--- src/logic/atp_map.vh ---
// register map, field positions and reset values of the asymmetric pwm unit
`ifndef ATP_MAP_VH
`define ATP_MAP_VH
`define ATP_ADDR_W 5
`define ATP_REG_CTRL 5'h00
`define ATP_REG_PBUF 5'h01
`define ATP_REG_CBUF0 5'h02
`define ATP_REG_DTRR 5'h07
`define ATP_REG_PCMP 5'h08
`define ATP_REG_CNT 5'h09
`define ATP_REG_STAT 5'h0a
`define ATP_REG_CCMP0 5'h0b
`define ATP_REG_EVT 5'h10
`define ATP_NCH 5
`define ATP_NCH_A 5'h05
`define ATP_NPH 3
`define ATP_B_RUN 0
`define ATP_B_DTDIS 1
`define ATP_B_DXFER 2
`define ATP_B_PXFER 3
`define ATP_F_MODE_LO 4
`define ATP_F_MODE_HI 5
`define ATP_B_ALVH 6
`define ATP_F_PRE_LO 8
`define ATP_F_PRE_HI 10
`define ATP_PRE_W 3
`define ATP_CTRL_RST 16'h000c
`define ATP_CTRL_MASK 16'h077f
`define ATP_MODE_ASYM 2'b01
`define ATP_EVT_W 7
`define ATP_EVT_UNDER 0
`define ATP_EVT_TOP 1
`define ATP_EVT_CH0 2
`define ATP_RD_ZERO 16'h0000
`endif

--- src/logic/atp_deadtime.v ---
// dead-time down counter of one phase pair
module atp_deadtime #(
  parameter DW = 12
) (
  input wire i_clock,
  input wire i_nrst,
  input wire i_load,
  input wire [DW-1:0] i_reload,
  output wire o_dead
);
  localparam [DW-1:0] DT_IDLE = {DW{1'b1}};
  localparam [DW-1:0] DT_ONE = {{(DW-1){1'b0}}, 1'b1};
  reg [DW-1:0] deadtime_counter;

  always @(posedge i_clock or negedge i_nrst)
  begin
    if (!i_nrst)
    begin
      deadtime_counter <= DT_IDLE;
    end
    else if (i_load)
    begin
      deadtime_counter <= i_reload;
    end
    else if (deadtime_counter != DT_IDLE)
    begin
      deadtime_counter <= deadtime_counter - DT_ONE;
    end
  end

  // reload value plus one cycles away from the idle code
  assign o_dead = (deadtime_counter != DT_IDLE);
endmodule // atp_deadtime

--- src/logic/atp_pwm.v ---
// asymmetric triangular-wave six-output pwm unit with dead time
//
// Added by the designer: the strobed register port and the address map.
`include "atp_map.vh"

module atp_pwm #(
  parameter CW = 16,
  parameter DW = 12
) (
  input wire i_clock,
  input wire i_nrst,
  input wire [`ATP_ADDR_W-1:0] i_addr,
  input wire [CW-1:0] i_wdata,
  input wire i_wr,
  input wire i_rd,
  output reg [CW-1:0] o_rdata,
  output reg [2*`ATP_NPH-1:0] o_phase_out,
  output reg [2*`ATP_NPH-1:0] o_phase_oe,
  output reg o_underflow_irq,
  output reg o_period_match_irq,
  output reg [`ATP_NPH-1:0] o_duty_match_irq,
  output reg [`ATP_NCH-`ATP_NPH-1:0] o_aux_match_irq
);
  localparam [CW-1:0] CNT_ONE = {{(CW-1){1'b0}}, 1'b1};
  localparam [CW-1:0] CNT_ZERO = {CW{1'b0}};

  // address decode of the five compare channels
  function chan_hit;
    input [`ATP_ADDR_W-1:0] a;
    input [`ATP_ADDR_W-1:0] base;
    begin
      chan_hit = (a >= base) && (a < base + `ATP_NCH_A);
    end
  endfunction

  function [2:0] chan_idx;
    input [`ATP_ADDR_W-1:0] a;
    input [`ATP_ADDR_W-1:0] base;
    reg [`ATP_ADDR_W-1:0] d;
    begin
      d = a - base;
      chan_idx = d[2:0];
    end
  endfunction

  reg [CW-1:0] timer_control_reg;
  reg [CW-1:0] period_buffer;
  reg [CW-1:0] period_compare;
  reg [CW-1:0] updown_counter;
  reg [DW-1:0] deadtime_reload;
  reg [CW-1:0] cbuf [0:`ATP_NCH-1];
  reg count_down;
  reg run_d;
  reg [`ATP_PRE_W-1:0] pre_cnt;
  reg tick;
  reg [`ATP_EVT_W-1:0] evt_flags;
  reg [CW-1:0] next_rdata;
  reg [2*`ATP_NPH-1:0] next_out;
  integer k;

  wire count_run_bit = timer_control_reg[`ATP_B_RUN];
  wire deadtime_disable_bit = timer_control_reg[`ATP_B_DTDIS];
  wire duty_transfer_enable = timer_control_reg[`ATP_B_DXFER];
  wire period_transfer_enable = timer_control_reg[`ATP_B_PXFER];
  wire [1:0] mode_select_field = timer_control_reg[`ATP_F_MODE_HI:`ATP_F_MODE_LO];
  wire active_high = timer_control_reg[`ATP_B_ALVH];
  wire [`ATP_PRE_W-1:0] pre_div = timer_control_reg[`ATP_F_PRE_HI:`ATP_F_PRE_LO];

  wire mode_on = (mode_select_field == `ATP_MODE_ASYM);
  wire run = count_run_bit & mode_on;
  wire run_rise = run & ~run_d;
  wire at_zero = (updown_counter == CNT_ZERO);
  wire at_top = (updown_counter == period_compare);
  wire under_ev = tick & count_down & at_zero;
  wire top_ev = tick & ~count_down & at_top & ~at_zero;
  wire xfer_now = (under_ev | top_ev) & duty_transfer_enable;
  // the bottom point belongs to up-counting, the top point to down-counting
  wire phase_up = at_zero ? 1'b1 : (at_top ? 1'b0 : ~count_down);

  wire [`ATP_NCH*CW-1:0] ccmp_flat;
  wire [`ATP_NCH-1:0] mhit;
  wire [`ATP_NPH-1:0] ff;
  wire [`ATP_NPH-1:0] dead;
  wire [`ATP_NPH-1:0] pos_act;
  wire [`ATP_NPH-1:0] neg_act;

  // count clock divider
  always @(posedge i_clock or negedge i_nrst)
  begin
    if (!i_nrst)
    begin
      pre_cnt <= {`ATP_PRE_W{1'b0}};
      tick <= 1'b0;
      run_d <= 1'b0;
    end
    else
    begin
      run_d <= run;
      if (!run || run_rise)
      begin
        pre_cnt <= {`ATP_PRE_W{1'b0}};
        tick <= 1'b0;
      end
      else if (pre_cnt == pre_div)
      begin
        pre_cnt <= {`ATP_PRE_W{1'b0}};
        tick <= 1'b1;
      end
      else
      begin
        pre_cnt <= pre_cnt + {{(`ATP_PRE_W-1){1'b0}}, 1'b1};
        tick <= 1'b0;
      end
    end
  end

  // up/down counter and period transfer
  always @(posedge i_clock or negedge i_nrst)
  begin
    if (!i_nrst)
    begin
      updown_counter <= CNT_ZERO;
      count_down <= 1'b0;
      period_compare <= CNT_ZERO;
    end
    else if (run_rise)
    begin
      updown_counter <= CNT_ZERO;
      count_down <= 1'b0;
      period_compare <= period_buffer;
    end
    else if (tick)
    begin
      if (under_ev)
      begin
        count_down <= 1'b0;
        updown_counter <= updown_counter + CNT_ONE;
        if (period_transfer_enable)
        begin
          period_compare <= period_buffer;
        end
      end
      else if (top_ev)
      begin
        count_down <= 1'b1;
        updown_counter <= updown_counter - CNT_ONE;
      end
      else if (count_down)
      begin
        updown_counter <= updown_counter - CNT_ONE;
      end
      else
      begin
        updown_counter <= updown_counter + CNT_ONE;
      end
    end
  end

  // compare channels: three duty, two auxiliary
  genvar g;
  generate
    for (g = 0; g < `ATP_NCH; g = g + 1)
    begin : gen_ch
      reg [CW-1:0] cmp_q;
      wire [CW-1:0] eff = xfer_now ? cbuf[g] : cmp_q;
      // a value above the period is never reached
      wire hit = tick & (updown_counter == eff);
      assign ccmp_flat[g*CW +: CW] = cmp_q;
      assign mhit[g] = hit;

      always @(posedge i_clock or negedge i_nrst)
      begin
        if (!i_nrst)
        begin
          cmp_q <= CNT_ZERO;
        end
        else if (!run)
        begin
          cmp_q <= cbuf[g];
        end
        else if (xfer_now)
        begin
          cmp_q <= cbuf[g];
        end
      end

      if (g < `ATP_NPH)
      begin : gen_phase
        reg ff_q;
        wire chg = hit & (ff_q != phase_up);
        always @(posedge i_clock or negedge i_nrst)
        begin
          if (!i_nrst)
          begin
            ff_q <= 1'b0;
          end
          else if (run_rise)
          begin
            ff_q <= 1'b0;
          end
          else if (hit)
          begin
            ff_q <= phase_up;
          end
        end

        atp_deadtime #(
          .DW(DW)
        ) u_dt (
          .i_clock(i_clock),
          .i_nrst(i_nrst),
          .i_load(chg),
          .i_reload(deadtime_reload),
          .o_dead(dead[g])
        );

        assign ff[g] = ff_q;
        // a retrigger inside dead time keeps both sides inactive
        assign pos_act[g] = run & ff_q & (deadtime_disable_bit | ~dead[g]);
        assign neg_act[g] = ~run | (~ff_q & (deadtime_disable_bit | ~dead[g]));
      end
    end
  endgenerate

  // pin levels
  always @*
  begin
    next_out = {2*`ATP_NPH{1'b0}};
    for (k = 0; k < `ATP_NPH; k = k + 1)
    begin
      next_out[2*k] = active_high ? pos_act[k] : ~pos_act[k];
      next_out[2*k+1] = active_high ? neg_act[k] : ~neg_act[k];
    end
  end

  always @(posedge i_clock or negedge i_nrst)
  begin
    if (!i_nrst)
    begin
      o_phase_out <= {2*`ATP_NPH{1'b0}};
      o_phase_oe <= {2*`ATP_NPH{1'b0}};
      o_underflow_irq <= 1'b0;
      o_period_match_irq <= 1'b0;
      o_duty_match_irq <= {`ATP_NPH{1'b0}};
      o_aux_match_irq <= {(`ATP_NCH-`ATP_NPH){1'b0}};
    end
    else
    begin
      o_phase_oe <= {2*`ATP_NPH{mode_on}};
      o_phase_out <= mode_on ? next_out : {2*`ATP_NPH{1'b0}};
      o_underflow_irq <= under_ev;
      o_period_match_irq <= top_ev;
      o_duty_match_irq <= mhit[`ATP_NPH-1:0];
      o_aux_match_irq <= mhit[`ATP_NCH-1:`ATP_NPH];
    end
  end

  // register writes
  always @(posedge i_clock or negedge i_nrst)
  begin
    if (!i_nrst)
    begin
      timer_control_reg <= `ATP_CTRL_RST;
      period_buffer <= CNT_ZERO;
      deadtime_reload <= {DW{1'b0}};
    end
    else if (i_wr)
    begin
      case (i_addr)
        `ATP_REG_CTRL:
        begin
          timer_control_reg <= i_wdata & `ATP_CTRL_MASK;
        end
        `ATP_REG_PBUF:
        begin
          period_buffer <= i_wdata;
        end
        `ATP_REG_DTRR:
        begin
          deadtime_reload <= i_wdata[DW-1:0];
        end
        default:
        begin
          timer_control_reg <= timer_control_reg;
        end
      endcase
    end
  end

  generate
    for (g = 0; g < `ATP_NCH; g = g + 1)
    begin : gen_buf
      always @(posedge i_clock or negedge i_nrst)
      begin
        if (!i_nrst)
        begin
          cbuf[g] <= CNT_ZERO;
        end
        else if (i_wr && chan_hit(i_addr, `ATP_REG_CBUF0) &&
                 (chan_idx(i_addr, `ATP_REG_CBUF0) == g))
        begin
          cbuf[g] <= i_wdata;
        end
      end
    end
  endgenerate

  // sticky event flags, write one to clear, a new event wins
  always @(posedge i_clock or negedge i_nrst)
  begin
    if (!i_nrst)
    begin
      evt_flags <= {`ATP_EVT_W{1'b0}};
    end
    else
    begin
      evt_flags <= (evt_flags &
                    ~((i_wr && i_addr == `ATP_REG_EVT) ? i_wdata[`ATP_EVT_W-1:0]
                                                       : {`ATP_EVT_W{1'b0}})) |
                   {mhit, top_ev, under_ev};
    end
  end

  // read mux
  always @*
  begin
    next_rdata = `ATP_RD_ZERO;
    if (chan_hit(i_addr, `ATP_REG_CBUF0))
    begin
      next_rdata = cbuf[chan_idx(i_addr, `ATP_REG_CBUF0)];
    end
    else if (chan_hit(i_addr, `ATP_REG_CCMP0))
    begin
      next_rdata = ccmp_flat[chan_idx(i_addr, `ATP_REG_CCMP0)*CW +: CW];
    end
    else
    begin
      case (i_addr)
        `ATP_REG_CTRL: next_rdata = timer_control_reg;
        `ATP_REG_PBUF: next_rdata = period_buffer;
        `ATP_REG_DTRR: next_rdata = {{(CW-DW){1'b0}}, deadtime_reload};
        `ATP_REG_PCMP: next_rdata = period_compare;
        `ATP_REG_CNT: next_rdata = updown_counter;
        `ATP_REG_STAT: next_rdata = {{(CW-2*`ATP_NPH-2){1'b0}}, dead, ff, count_down, run};
        `ATP_REG_EVT: next_rdata = {{(CW-`ATP_EVT_W){1'b0}}, evt_flags};
        default: next_rdata = `ATP_RD_ZERO;
      endcase
    end
  end

  always @(posedge i_clock or negedge i_nrst)
  begin
    if (!i_nrst)
    begin
      o_rdata <= `ATP_RD_ZERO;
    end
    else
    begin
      o_rdata <= i_rd ? next_rdata : `ATP_RD_ZERO;
    end
  end
endmodule // atp_pwm

--- config.mk ---
export PLATFORM = sky130hd
export DESIGN_NAME = atp_pwm
export DESIGN_NICKNAME = d
export VERILOG_FILES = /design/src/logic/atp_deadtime.v /design/src/logic/atp_pwm.v
export VERILOG_INCLUDE_DIRS = /design/src /design/src/logic
export SDC_FILE = /design/constraint.sdc
export NUM_CORES = 1
export LEC_CHECK = 0
export BUFFER_PORTS_ARGS = -buffer_cell sky130_fd_sc_hd__buf_2
export CORE_UTILIZATION = 47
export DETAILED_ROUTE_END_ITERATION = 12
export GPL_TIMING_DRIVEN = 0
export PLACE_DENSITY_LB_ADDON = 0.1
export SYNTH_ARGS = -nofsm -noshare
export SYNTH_HDL_FRONTEND = slang
export SYNTH_SLANG_ARGS = --single-unit
--- constraint.sdc ---
create_clock -name i_clock -period 4.8 [get_ports i_clock]
set_input_delay 0.96 -clock i_clock [delete_from_list [all_inputs] [get_ports i_clock]]
set_output_delay 0.96 -clock i_clock [all_outputs]
set_load 0.02 [all_outputs]
# After elaboration in Yosys (flattened, before gate mapping)
# Index checks and enable logic that the tools add are counted.
# word_totals
ff_bits,312
in_bits,25
out_inout_bits,35
# classes
n_addsub,8
order_cmp,5
eq_ne,24
shift,1
muxes,56
n_bitwise,52
n_reduce_logical,29
# ops
cell,n
2-to-1 mux 16 bit,24
case mux 16 bit (7 select lines),1
equality test 16 bit,6
indexed part select 80 x 8 -> 16 bit,1
2-to-1 mux 12 bit,6
binary-select mux 16 bit (select 3 bit),1
"inequality test 12 bit, second input constant",3
"subtractor 12 x 1 -> 12 bit, second input constant",3
bitwise AND 1 bit,25
2-to-1 mux 1 bit,20
nonzero test 2 bit,9
"adder 16 x 1 -> 16 bit, second input constant",1
zero test 16 bit,1
inverter 1 bit,16
"subtractor 16 x 1 -> 16 bit, second input constant",1
"equality test 5 x 4 -> 1 bit, second input constant",3
logical AND 1 bit,9
AND reduction 2 bit,4
bitwise AND 7 bit,1
2-to-1 mux 7 bit,1
inverter 7 bit,1
OR 1 bit,7
OR 7 bit,1
"equality test 3 x 2 -> 1 bit, second input constant",2
24 further kinds,28

# Logic depth before layout (Yosys ltp)
# Gate-level depths: netlist of the first run.
# logic_depth
depth_word,11
depth_mapped,16

# Modules after synthesis
# A second synthesis of the first run with hierarchy kept.
# hier_totals
hier_cells,1680
hier_area_um2,17993.5
# by_module_without_submodules
module,instances,cells_per_inst,area_each_um2,seq_area_each_um2
atp_pwm,1,1437,15722.6,6909.1
atp_deadtime,3,81,757.0,315.3

# Worst setup path after synthesis of the first run
# No wires, ideal clock.
# synth_timing
path_kind,input to register
startpoint,input port i_addr[0]
endpoint,register o_rdata[5]
setup_ns,0.126
t_arrival_ns,3.884
t_required_ns,4.674
setup_slack_ns,0.790
path_stages,9
n_path_buf,3
cell_sequence,clkbuf_1 > buf_1 > inv_1 > ha_1 > and2_1 > o41ai_1 > clkbuf_1 > nor2_1 > o311a_1
# synth_between
elab_chain_len,7
elab_cells_between_ends,24
cone_classes,add/sub: 2; order compare: 4; eq/ne: 6; shift: 1; mux: 7; bitwise: 1; reduce/logical: 3
# synth_rtl
element,line_no,source
start: declaration,atp_pwm.v:12,"input wire [`ATP_ADDR_W-1:0] i_addr,"
"parallel branches: the longest is 5 deep, another holds subtractor 3 x 2 -> 3 bit",--,
2-to-1 mux 16 bit (*),atp_pwm.v:328,"if (chan_hit(i_addr, `ATP_REG_CBUF0))"
2-to-1 mux 16 bit (no source line) (*),--,
end signal: assignment,atp_pwm.v:355,o_rdata <= `ATP_RD_ZERO;
end signal: assignment,atp_pwm.v:359,o_rdata <= i_rd ? next_rdata : `ATP_RD_ZERO;
end: declaration,atp_pwm.v:16,"output reg [CW-1:0] o_rdata,"
# Every way passes the cells marked *. The select of a mux whose other input is x is not followed.
# A chain may end at the register's enable or synchronous reset.

# Final worst setup path of the first run
# layout_timing
startpoint,register updown_counter[12]
endpoint,register gen_ch[1].gen_phase.u_dt.deadtime_counter[8]
# layout_between
elab_chain_len,10
elab_cells_between_ends,17
cone_classes,eq/ne: 3; mux: 4; bitwise: 8; reduce/logical: 2
# layout_rtl
element,line_no,source
start: declaration,atp_pwm.v:49,reg [CW-1:0] updown_counter;
start signal: assignment,atp_pwm.v:137,updown_counter <= updown_counter + CNT_ONE;
start signal: assignment,atp_pwm.v:146,updown_counter <= updown_counter - CNT_ONE;
start signal: assignment,atp_pwm.v:150,updown_counter <= updown_counter - CNT_ONE;
equality test 16 bit or zero test 16 bit (tied branches),"atp_pwm.v:73, atp_pwm.v:72",
bitwise AND 1 bit or inverter 1 bit (tied branches),atp_pwm.v:75,wire top_ev = tick & ~count_down & at_top & ~at_zero;
bitwise AND 1 bit,atp_pwm.v:75,
OR 1 bit,atp_pwm.v:76,wire xfer_now = (under_ev | top_ev) & duty_transfer_enable;
bitwise AND 1 bit,atp_pwm.v:76,
2-to-1 mux 16 bit,atp_pwm.v:165,wire [CW-1:0] eff = xfer_now ? cbuf[g] : cmp_q;
equality test 16 bit,atp_pwm.v:167,wire hit = tick & (updown_counter == eff);
bitwise AND 1 bit,atp_pwm.v:167,
bitwise AND 1 bit (*),atp_pwm.v:190,wire chg = hit & (ff_q != phase_up);
2-to-1 mux 12 bit or nonzero test 2 bit (tied branches),--,
end signal: assignment,atp_deadtime.v:23,deadtime_counter <= i_reload;
end signal: assignment,atp_deadtime.v:27,deadtime_counter <= deadtime_counter - DT_ONE;
end: declaration,atp_deadtime.v:13,reg [DW-1:0] deadtime_counter;
# Every way passes the cells marked *; elsewhere a longest branch is shown, timed or not.

==> results of run 1 <==
## metal layers
layer / track usage [%] / share of wire (%) / vias to the layer above
li1: - / - / 6443
met1: 57.7 / 42 / 7974
met2: 56.2 / 41 / 1080
met3: 11.5 / 12 / 215
met4: 20.0 / 5.1 / 0
met5: 0 / 0 / -
## synthesized netlist by cell type, drive strengths merged (14+ instances only)
cell type  number
nand3          38
a22oi          22
inv            54
nand4          21
xnor2          66
o22ai          23
mux2          231
nor2           89
a222oi         14
a21oi          53
dfstp          38
nor3           43
dfrtp         274
o221ai         20
and3           21
xor2           55
clkbuf         76
a221o          20
nand2         121
mux2i          25
ha             18
buf            39
mux4           32
o21ai          51
nor4           28
## final timing paths
kind	from	to	slack, ns	cells after the start
max	updown_counter[12]	gen_ch[1].gen_phase.u_dt.deadtime_counter[8]	-0.03	11
min	i_nrst	gen_ch[1].cmp_q[0]	0.38	1
max reg2reg	updown_counter[12]	gen_ch[1].gen_phase.u_dt.deadtime_counter[8]	-0.03	11
min reg2reg	pre_cnt[0]	pre_cnt[0]	0.48	1
max in group asynchronous	i_nrst	timer_control_reg[6]	3.34	2
min in group i_clock	pre_cnt[0]	pre_cnt[0]	0.48	1
## repair_timing
| action | CTS | global route |
|---|---|---|
| gates resized for setup | 25 | 10 |
| setup buffers | 7 | 2 |
| gates cloned | 0 | 0 |
| pin swaps | 4 | 2 |
| endpoints found under the setup margin | 128 | 37 |
## stage by stage
step	hold slack [ns]	utilization, %
6_report	0.379	54.5
5_1_grt	0.451	54.4
4_1_cts	0.418	54.3
3_5_place_dp	0.477	50.6
3_3_place_gp	0.471	50.4
2_1_floorplan	0.445	-
## layout make-up
class                      instances  area share, %
clock buffer                      52           5.08
timing repair buffer              69           2.06
buffer                           109           2.42
tap                              511           3.11
antenna                            1         0.0122
multi-input combinational       1187           46.9
inverter                          62           1.24
sequential                       312           38.2
clock inverter                    16          0.968
## worst register-to-register path, delay by kind of cell (launching register included)
kind	cells	cell delay [ns]
flops	1	0.44
buf+inv	3	1.82
mux	1	0.36
simple gates	4	1.40
compound gates	3	0.73
## cell families (layout without fill, tap and decap cells)
logic type | Yosys count | count (layout)
compound gates | 320 | 320
xor+xnor | 121 | 121
fa+ha+maj | 18 | 18
buf+inv | 177 | 308
flops | 312 | 312
mux | 288 | 288
other cells | 0 | 1
simple gates | 440 | 440
## where the power goes
part | internal [mW] | total [mW] | switching, mW
Sequential | 3.21 | 4.04 | 0.829
Combinational | 1.04 | 2.27 | 1.24
Clock | 1.70 | 2.93 | 1.23
Total | 5.95 | 9.24 | 3.29
==> flow_summary.ini, run 1 <==
[worst_setup_path]
crit_family = buffers and inverters
cp_max_fo = 10
cp_cell_sequence = clkdlybuf4s15_1 -> clkinvlp_4 -> a22o_1 -> nor3_1 -> o21ai_0 -> a31oi_1 -> nand4_1 -> nor3_2 -> and3_1 -> buf_4 -> mux2_2
crit_required_ns = 5.30
arrival_ns = 5.33
crit_slowest_cell = clkdlybuf4s15_1
cp-start-kind = flop
critPathBufInv = 3
critPathKind = flop to flop
slowest_delay_ns = 0.88
cp-end-kind = flop

[synth]
syn_avg_cell_area_um2 = 10.8
synth.top_cell.area_share_pct = 37.9
synthFlopType = dfrtp_1
synth_edf_count = 0
muxShareOfSynthArea_pct = 20.1
synthesis.nets = 1719
yosysSeqAreaShare_pct = 43.4
synth-xor-area-share_pct = 5.86
syn_inst = 1676
synthAdderAreaFrac_pct = 1.24
synth-simple-area-share_pct = 12.4
yosysTopAreaCell = dfrtp_1
synthArstFlopShare_pct = 100
synth-compound-area-share_pct = 12.9
yosys_warnings = 0
synth_cell_types = 83
ys_ff_latch = 312
post_synth_instance_area_um2 = 18100
synth.area.top_cells = dfrtp_1, mux2_2, dfstp_2
synth_top_family_by_area = multiplexers

[routing]
wl_mm = 78.5
drtPass1Iterations = 7
drc = 0
num_vias = 15712
post_drt_wl_per_cell_um = 33.8
antenna_left = 0
drtIter0Drc = 2319
via_per_inst = 6.78

[clocking]
root_buffer = clkbuf_16
path_clk_slew_ns = 0.06
clock_path_buffers = 3
clock_latency_ns = 0.59
cts_sinks = 312
cts_tree = built
cts_inserted_buffers = 37
postCtsHoldBufs = 0
htree_levels = 2

[timing]
setup_viol = 9
period_minus_slack_ns = 4.83
fin_crit_sh_pct = 101
tightest_slew_ns = 1.41
tns_ns = -0.216
hold_viol = 0
fin_worst_skew_ns = 0.0277
max_freq_ghz = 0.207
slew_headroom_pct = 5.04
rsz0062_at_grt = no
slew_violations = 0
worst_slack_ns = -0.0309

[die]
rows = 71
io_pins = 60
dieWidth_um = 198
start_util_pct = 47.9
die_area_um2 = 39300
die_h_um = 198
core_um2 = 37800

[placed_design]
place_ws_ns = -1.09
dpl_cell_area_um2 = 19100
dp_cells = 2247
io_buffers = 58
dp_hpwl_mm = 58.3
gp_congestion = 1.03

[layout]
final_area_um2 = 20600
layout_common_cells = dfrtp_1, mux2_2, nand2_1, nor2_1, clkbuf_1
nNetsFinal = 1821
reg_top3 = cbuf (80), gen_ch.cmp_q (80), gen_ch.gen_phase.u_dt.deadtime_counter (36)
nFillCells = 3378
multi_input_area_um2 = 9640
area_growth_pct = 13.6
drive_above_1_share_pct = 27.2
final_common_cell = dfrtp_1
register_area_um2 = 7860
instances_no_fill = 2319

[power]
ir_drop_mv = 0.393
leakagePower_nw = 9.01
power.density_nw_per_um2 = 450
finalPower_mw = 9.24

[global_routing]
grt_pass1_vias = 14902
grt_overflow = 0
grt_use_total_pct = 40.6
grt_antenna_before_repair = 1
grt_max_degree = 112
grt_pass1_wl_mm = 110

[min_path]
hp-class = primary input to asynchronous set/reset pin

[run]
maxCapViolations = 0

[outcome]
status = finished, violations left
violations = negative setup slack
No activity file was read; power rests on OpenSTA's default activity.
==> inputs of run 2 (changes only) <==
- clock period: 4.8 -> 4.4 ns (I/O delays scaled with it)
==> run 2 against run 1 <==
Net effect: the flow still finishes with violations (negative setup slack); clock-buffer cell count stayed put; non-clock buffer count is 6 higher; clock power is 9.6% higher; critical path depth is 1 lower; via count is 0.41% higher; sequential cell count stayed put; largest power group unchanged.
==> flow_summary.ini, run 2 (synthesized netlist as in run 1, its figures left out) <==
[timing]
tightest_slew_ns = 1.46
hold_viol = 0
slew_headroom_pct = 2.06
fin_worst_skew_ns = 0.0279
max_freq_ghz = 0.222
setup_viol = 11
fin_crit_sh_pct = 103
period_minus_slack_ns = 4.51
tns_ns = -1.05
worst_slack_ns = -0.114
slew_violations = 0
whs_ns = 0.269

[global_routing]
grt_use_total_pct = 40.8
grt_pass1_vias = 14891
grt_antenna_before_repair = 2
grt_overflow = 0
grt_max_degree = 112
grt_pass1_wl_mm = 111

[placed_design]
gp_congestion = 1.03
io_buffers = 58
place_ws_ns = -1.49
dp_hpwl_mm = 58.3

[routing]
antenna_left = 0
via_per_inst = 6.79
drtIter0Drc = 2328
drtPass1Iterations = 6
num_vias = 15776
drc = 0
wl_mm = 79.0
post_drt_wl_per_cell_um = 34.0

[layout]
multi_input_area_um2 = 9760
drive_above_1_share_pct = 28.6
nNetsFinal = 1827
reg_top3 = cbuf (80), gen_ch.cmp_q (80), gen_ch.gen_phase.u_dt.deadtime_counter (36)
area_growth_pct = 14.6
register_area_um2 = 7860
final_common_cell = dfrtp_1
nFillCells = 3359
layout_common_cells = dfrtp_1, mux2_2, nand2_1, nor2_1, clkbuf_1

[outcome]
status = finished, violations left
violations = negative setup slack

[clocking]
cts_tree = built
clock_path_buffers = 3
cts_sinks = 312
postCtsHoldBufs = 0
root_buffer = clkbuf_16
htree_levels = 2
clock_latency_ns = 0.59
path_clk_slew_ns = 0.06
cts_inserted_buffers = 37

[worst_setup_path]
critPathKind = flop to flop
cp-start-kind = flop
arrival_ns = 5.01
cp_max_fo = 10
cp-end-kind = flop
crit_required_ns = 4.90

[power]
leakagePower_nw = 9.10
ir_drop_mv = 0.428
power.density_nw_per_um2 = 489

[die]
io_pins = 60
die_area_um2 = 39300
start_util_pct = 47.9
die_h_um = 198
core_um2 = 37800
rows = 71
dieWidth_um = 198

[run]
maxCapViolations = 0

[min_path]
hp-class = primary input to asynchronous set/reset pin
run 2: cell count changes in the layout (fill, tap and decap cells not counted), sizes merged:
cell / previous run / this run
buf: 107 / 109
bufinv: 4 / 3
clkdlybuf4s15: 2 / 1
clkinvlp: 4 / 3
clkbuf: 121 / 126
clkinv: 15 / 16
inv: 55 / 56
run 2: final timing paths:
path | startpoint | slack (ns) | endpoint | depth (start not counted)
max | updown_counter[14] | -0.11 | gen_ch[2].gen_phase.u_dt.deadtime_counter[8] | 10
min | i_nrst | 0.27 | gen_ch[1].cmp_q[0] | 1
max reg2reg | updown_counter[14] | -0.11 | gen_ch[2].gen_phase.u_dt.deadtime_counter[8] | 10
min reg2reg | pre_cnt[0] | 0.48 | pre_cnt[0] | 1
max in group asynchronous | i_nrst | 3.07 | timer_control_reg[6] | 2
min in group i_clock | pre_cnt[0] | 0.48 | pre_cnt[0] | 1
run 2: final cells by class:
type	count	share of cell area, %
repair buffers	73	2.18
plain buffers	111	2.59
flip-flops and latches	312	37.9
clock inverters	16	0.959
multi-input cells	1187	47.1
inverters	62	1.20
clock buffers	52	5.03
well taps	511	3.08
diodes	1	0.0121
run 2: report_power, final:
group          internal (mW)  switching (mW)  total (mW)
clock                   1.86            1.36        3.21
combinational           1.15            1.38        2.53
sequential              3.50           0.904        4.40
total                   6.51            3.64        10.1
run 2: repair_timing:
item	CTS	global route
setup buffers	9	4
pin swaps	8	5
resized for setup	53	25
endpoints found under the setup margin	188	106
run 2: metrics by stage:
step                      cell area (um2)  instances  total power, mW  util, %
after floorplan                     18100       1676             5.62        -
after global placement              19000       2245             6.68     50.4
after detailed placement            19100       2247             6.73     50.6
after CTS                           20600       2320             10.0     54.6
after global routing                20700       2324             10.4     54.9
final                               20700       2325             10.1     54.9
run 2: worst max-delay path, stage by stage (launching register included):
cell and delay (ns):
dfrtp_1 0.58, clkbuf_1 0.94, clkinv_1 0.93, and3_1 0.38, nor3_1 0.19, nor2_1 0.10, nor4_4 0.44, nand4_1 0.14
buf_4 0.18, buf_4 0.20, mux2_4 0.31
run 2: per-layer routing:
metal,vias to the layer above,part of all wire (%),global-route usage (%)
li1,6477,-,-
met1,7995,41,57.8
met2,1086,41,56.8
met3,218,13,11.8
met4,0,5.6,19.8
met5,-,0,0
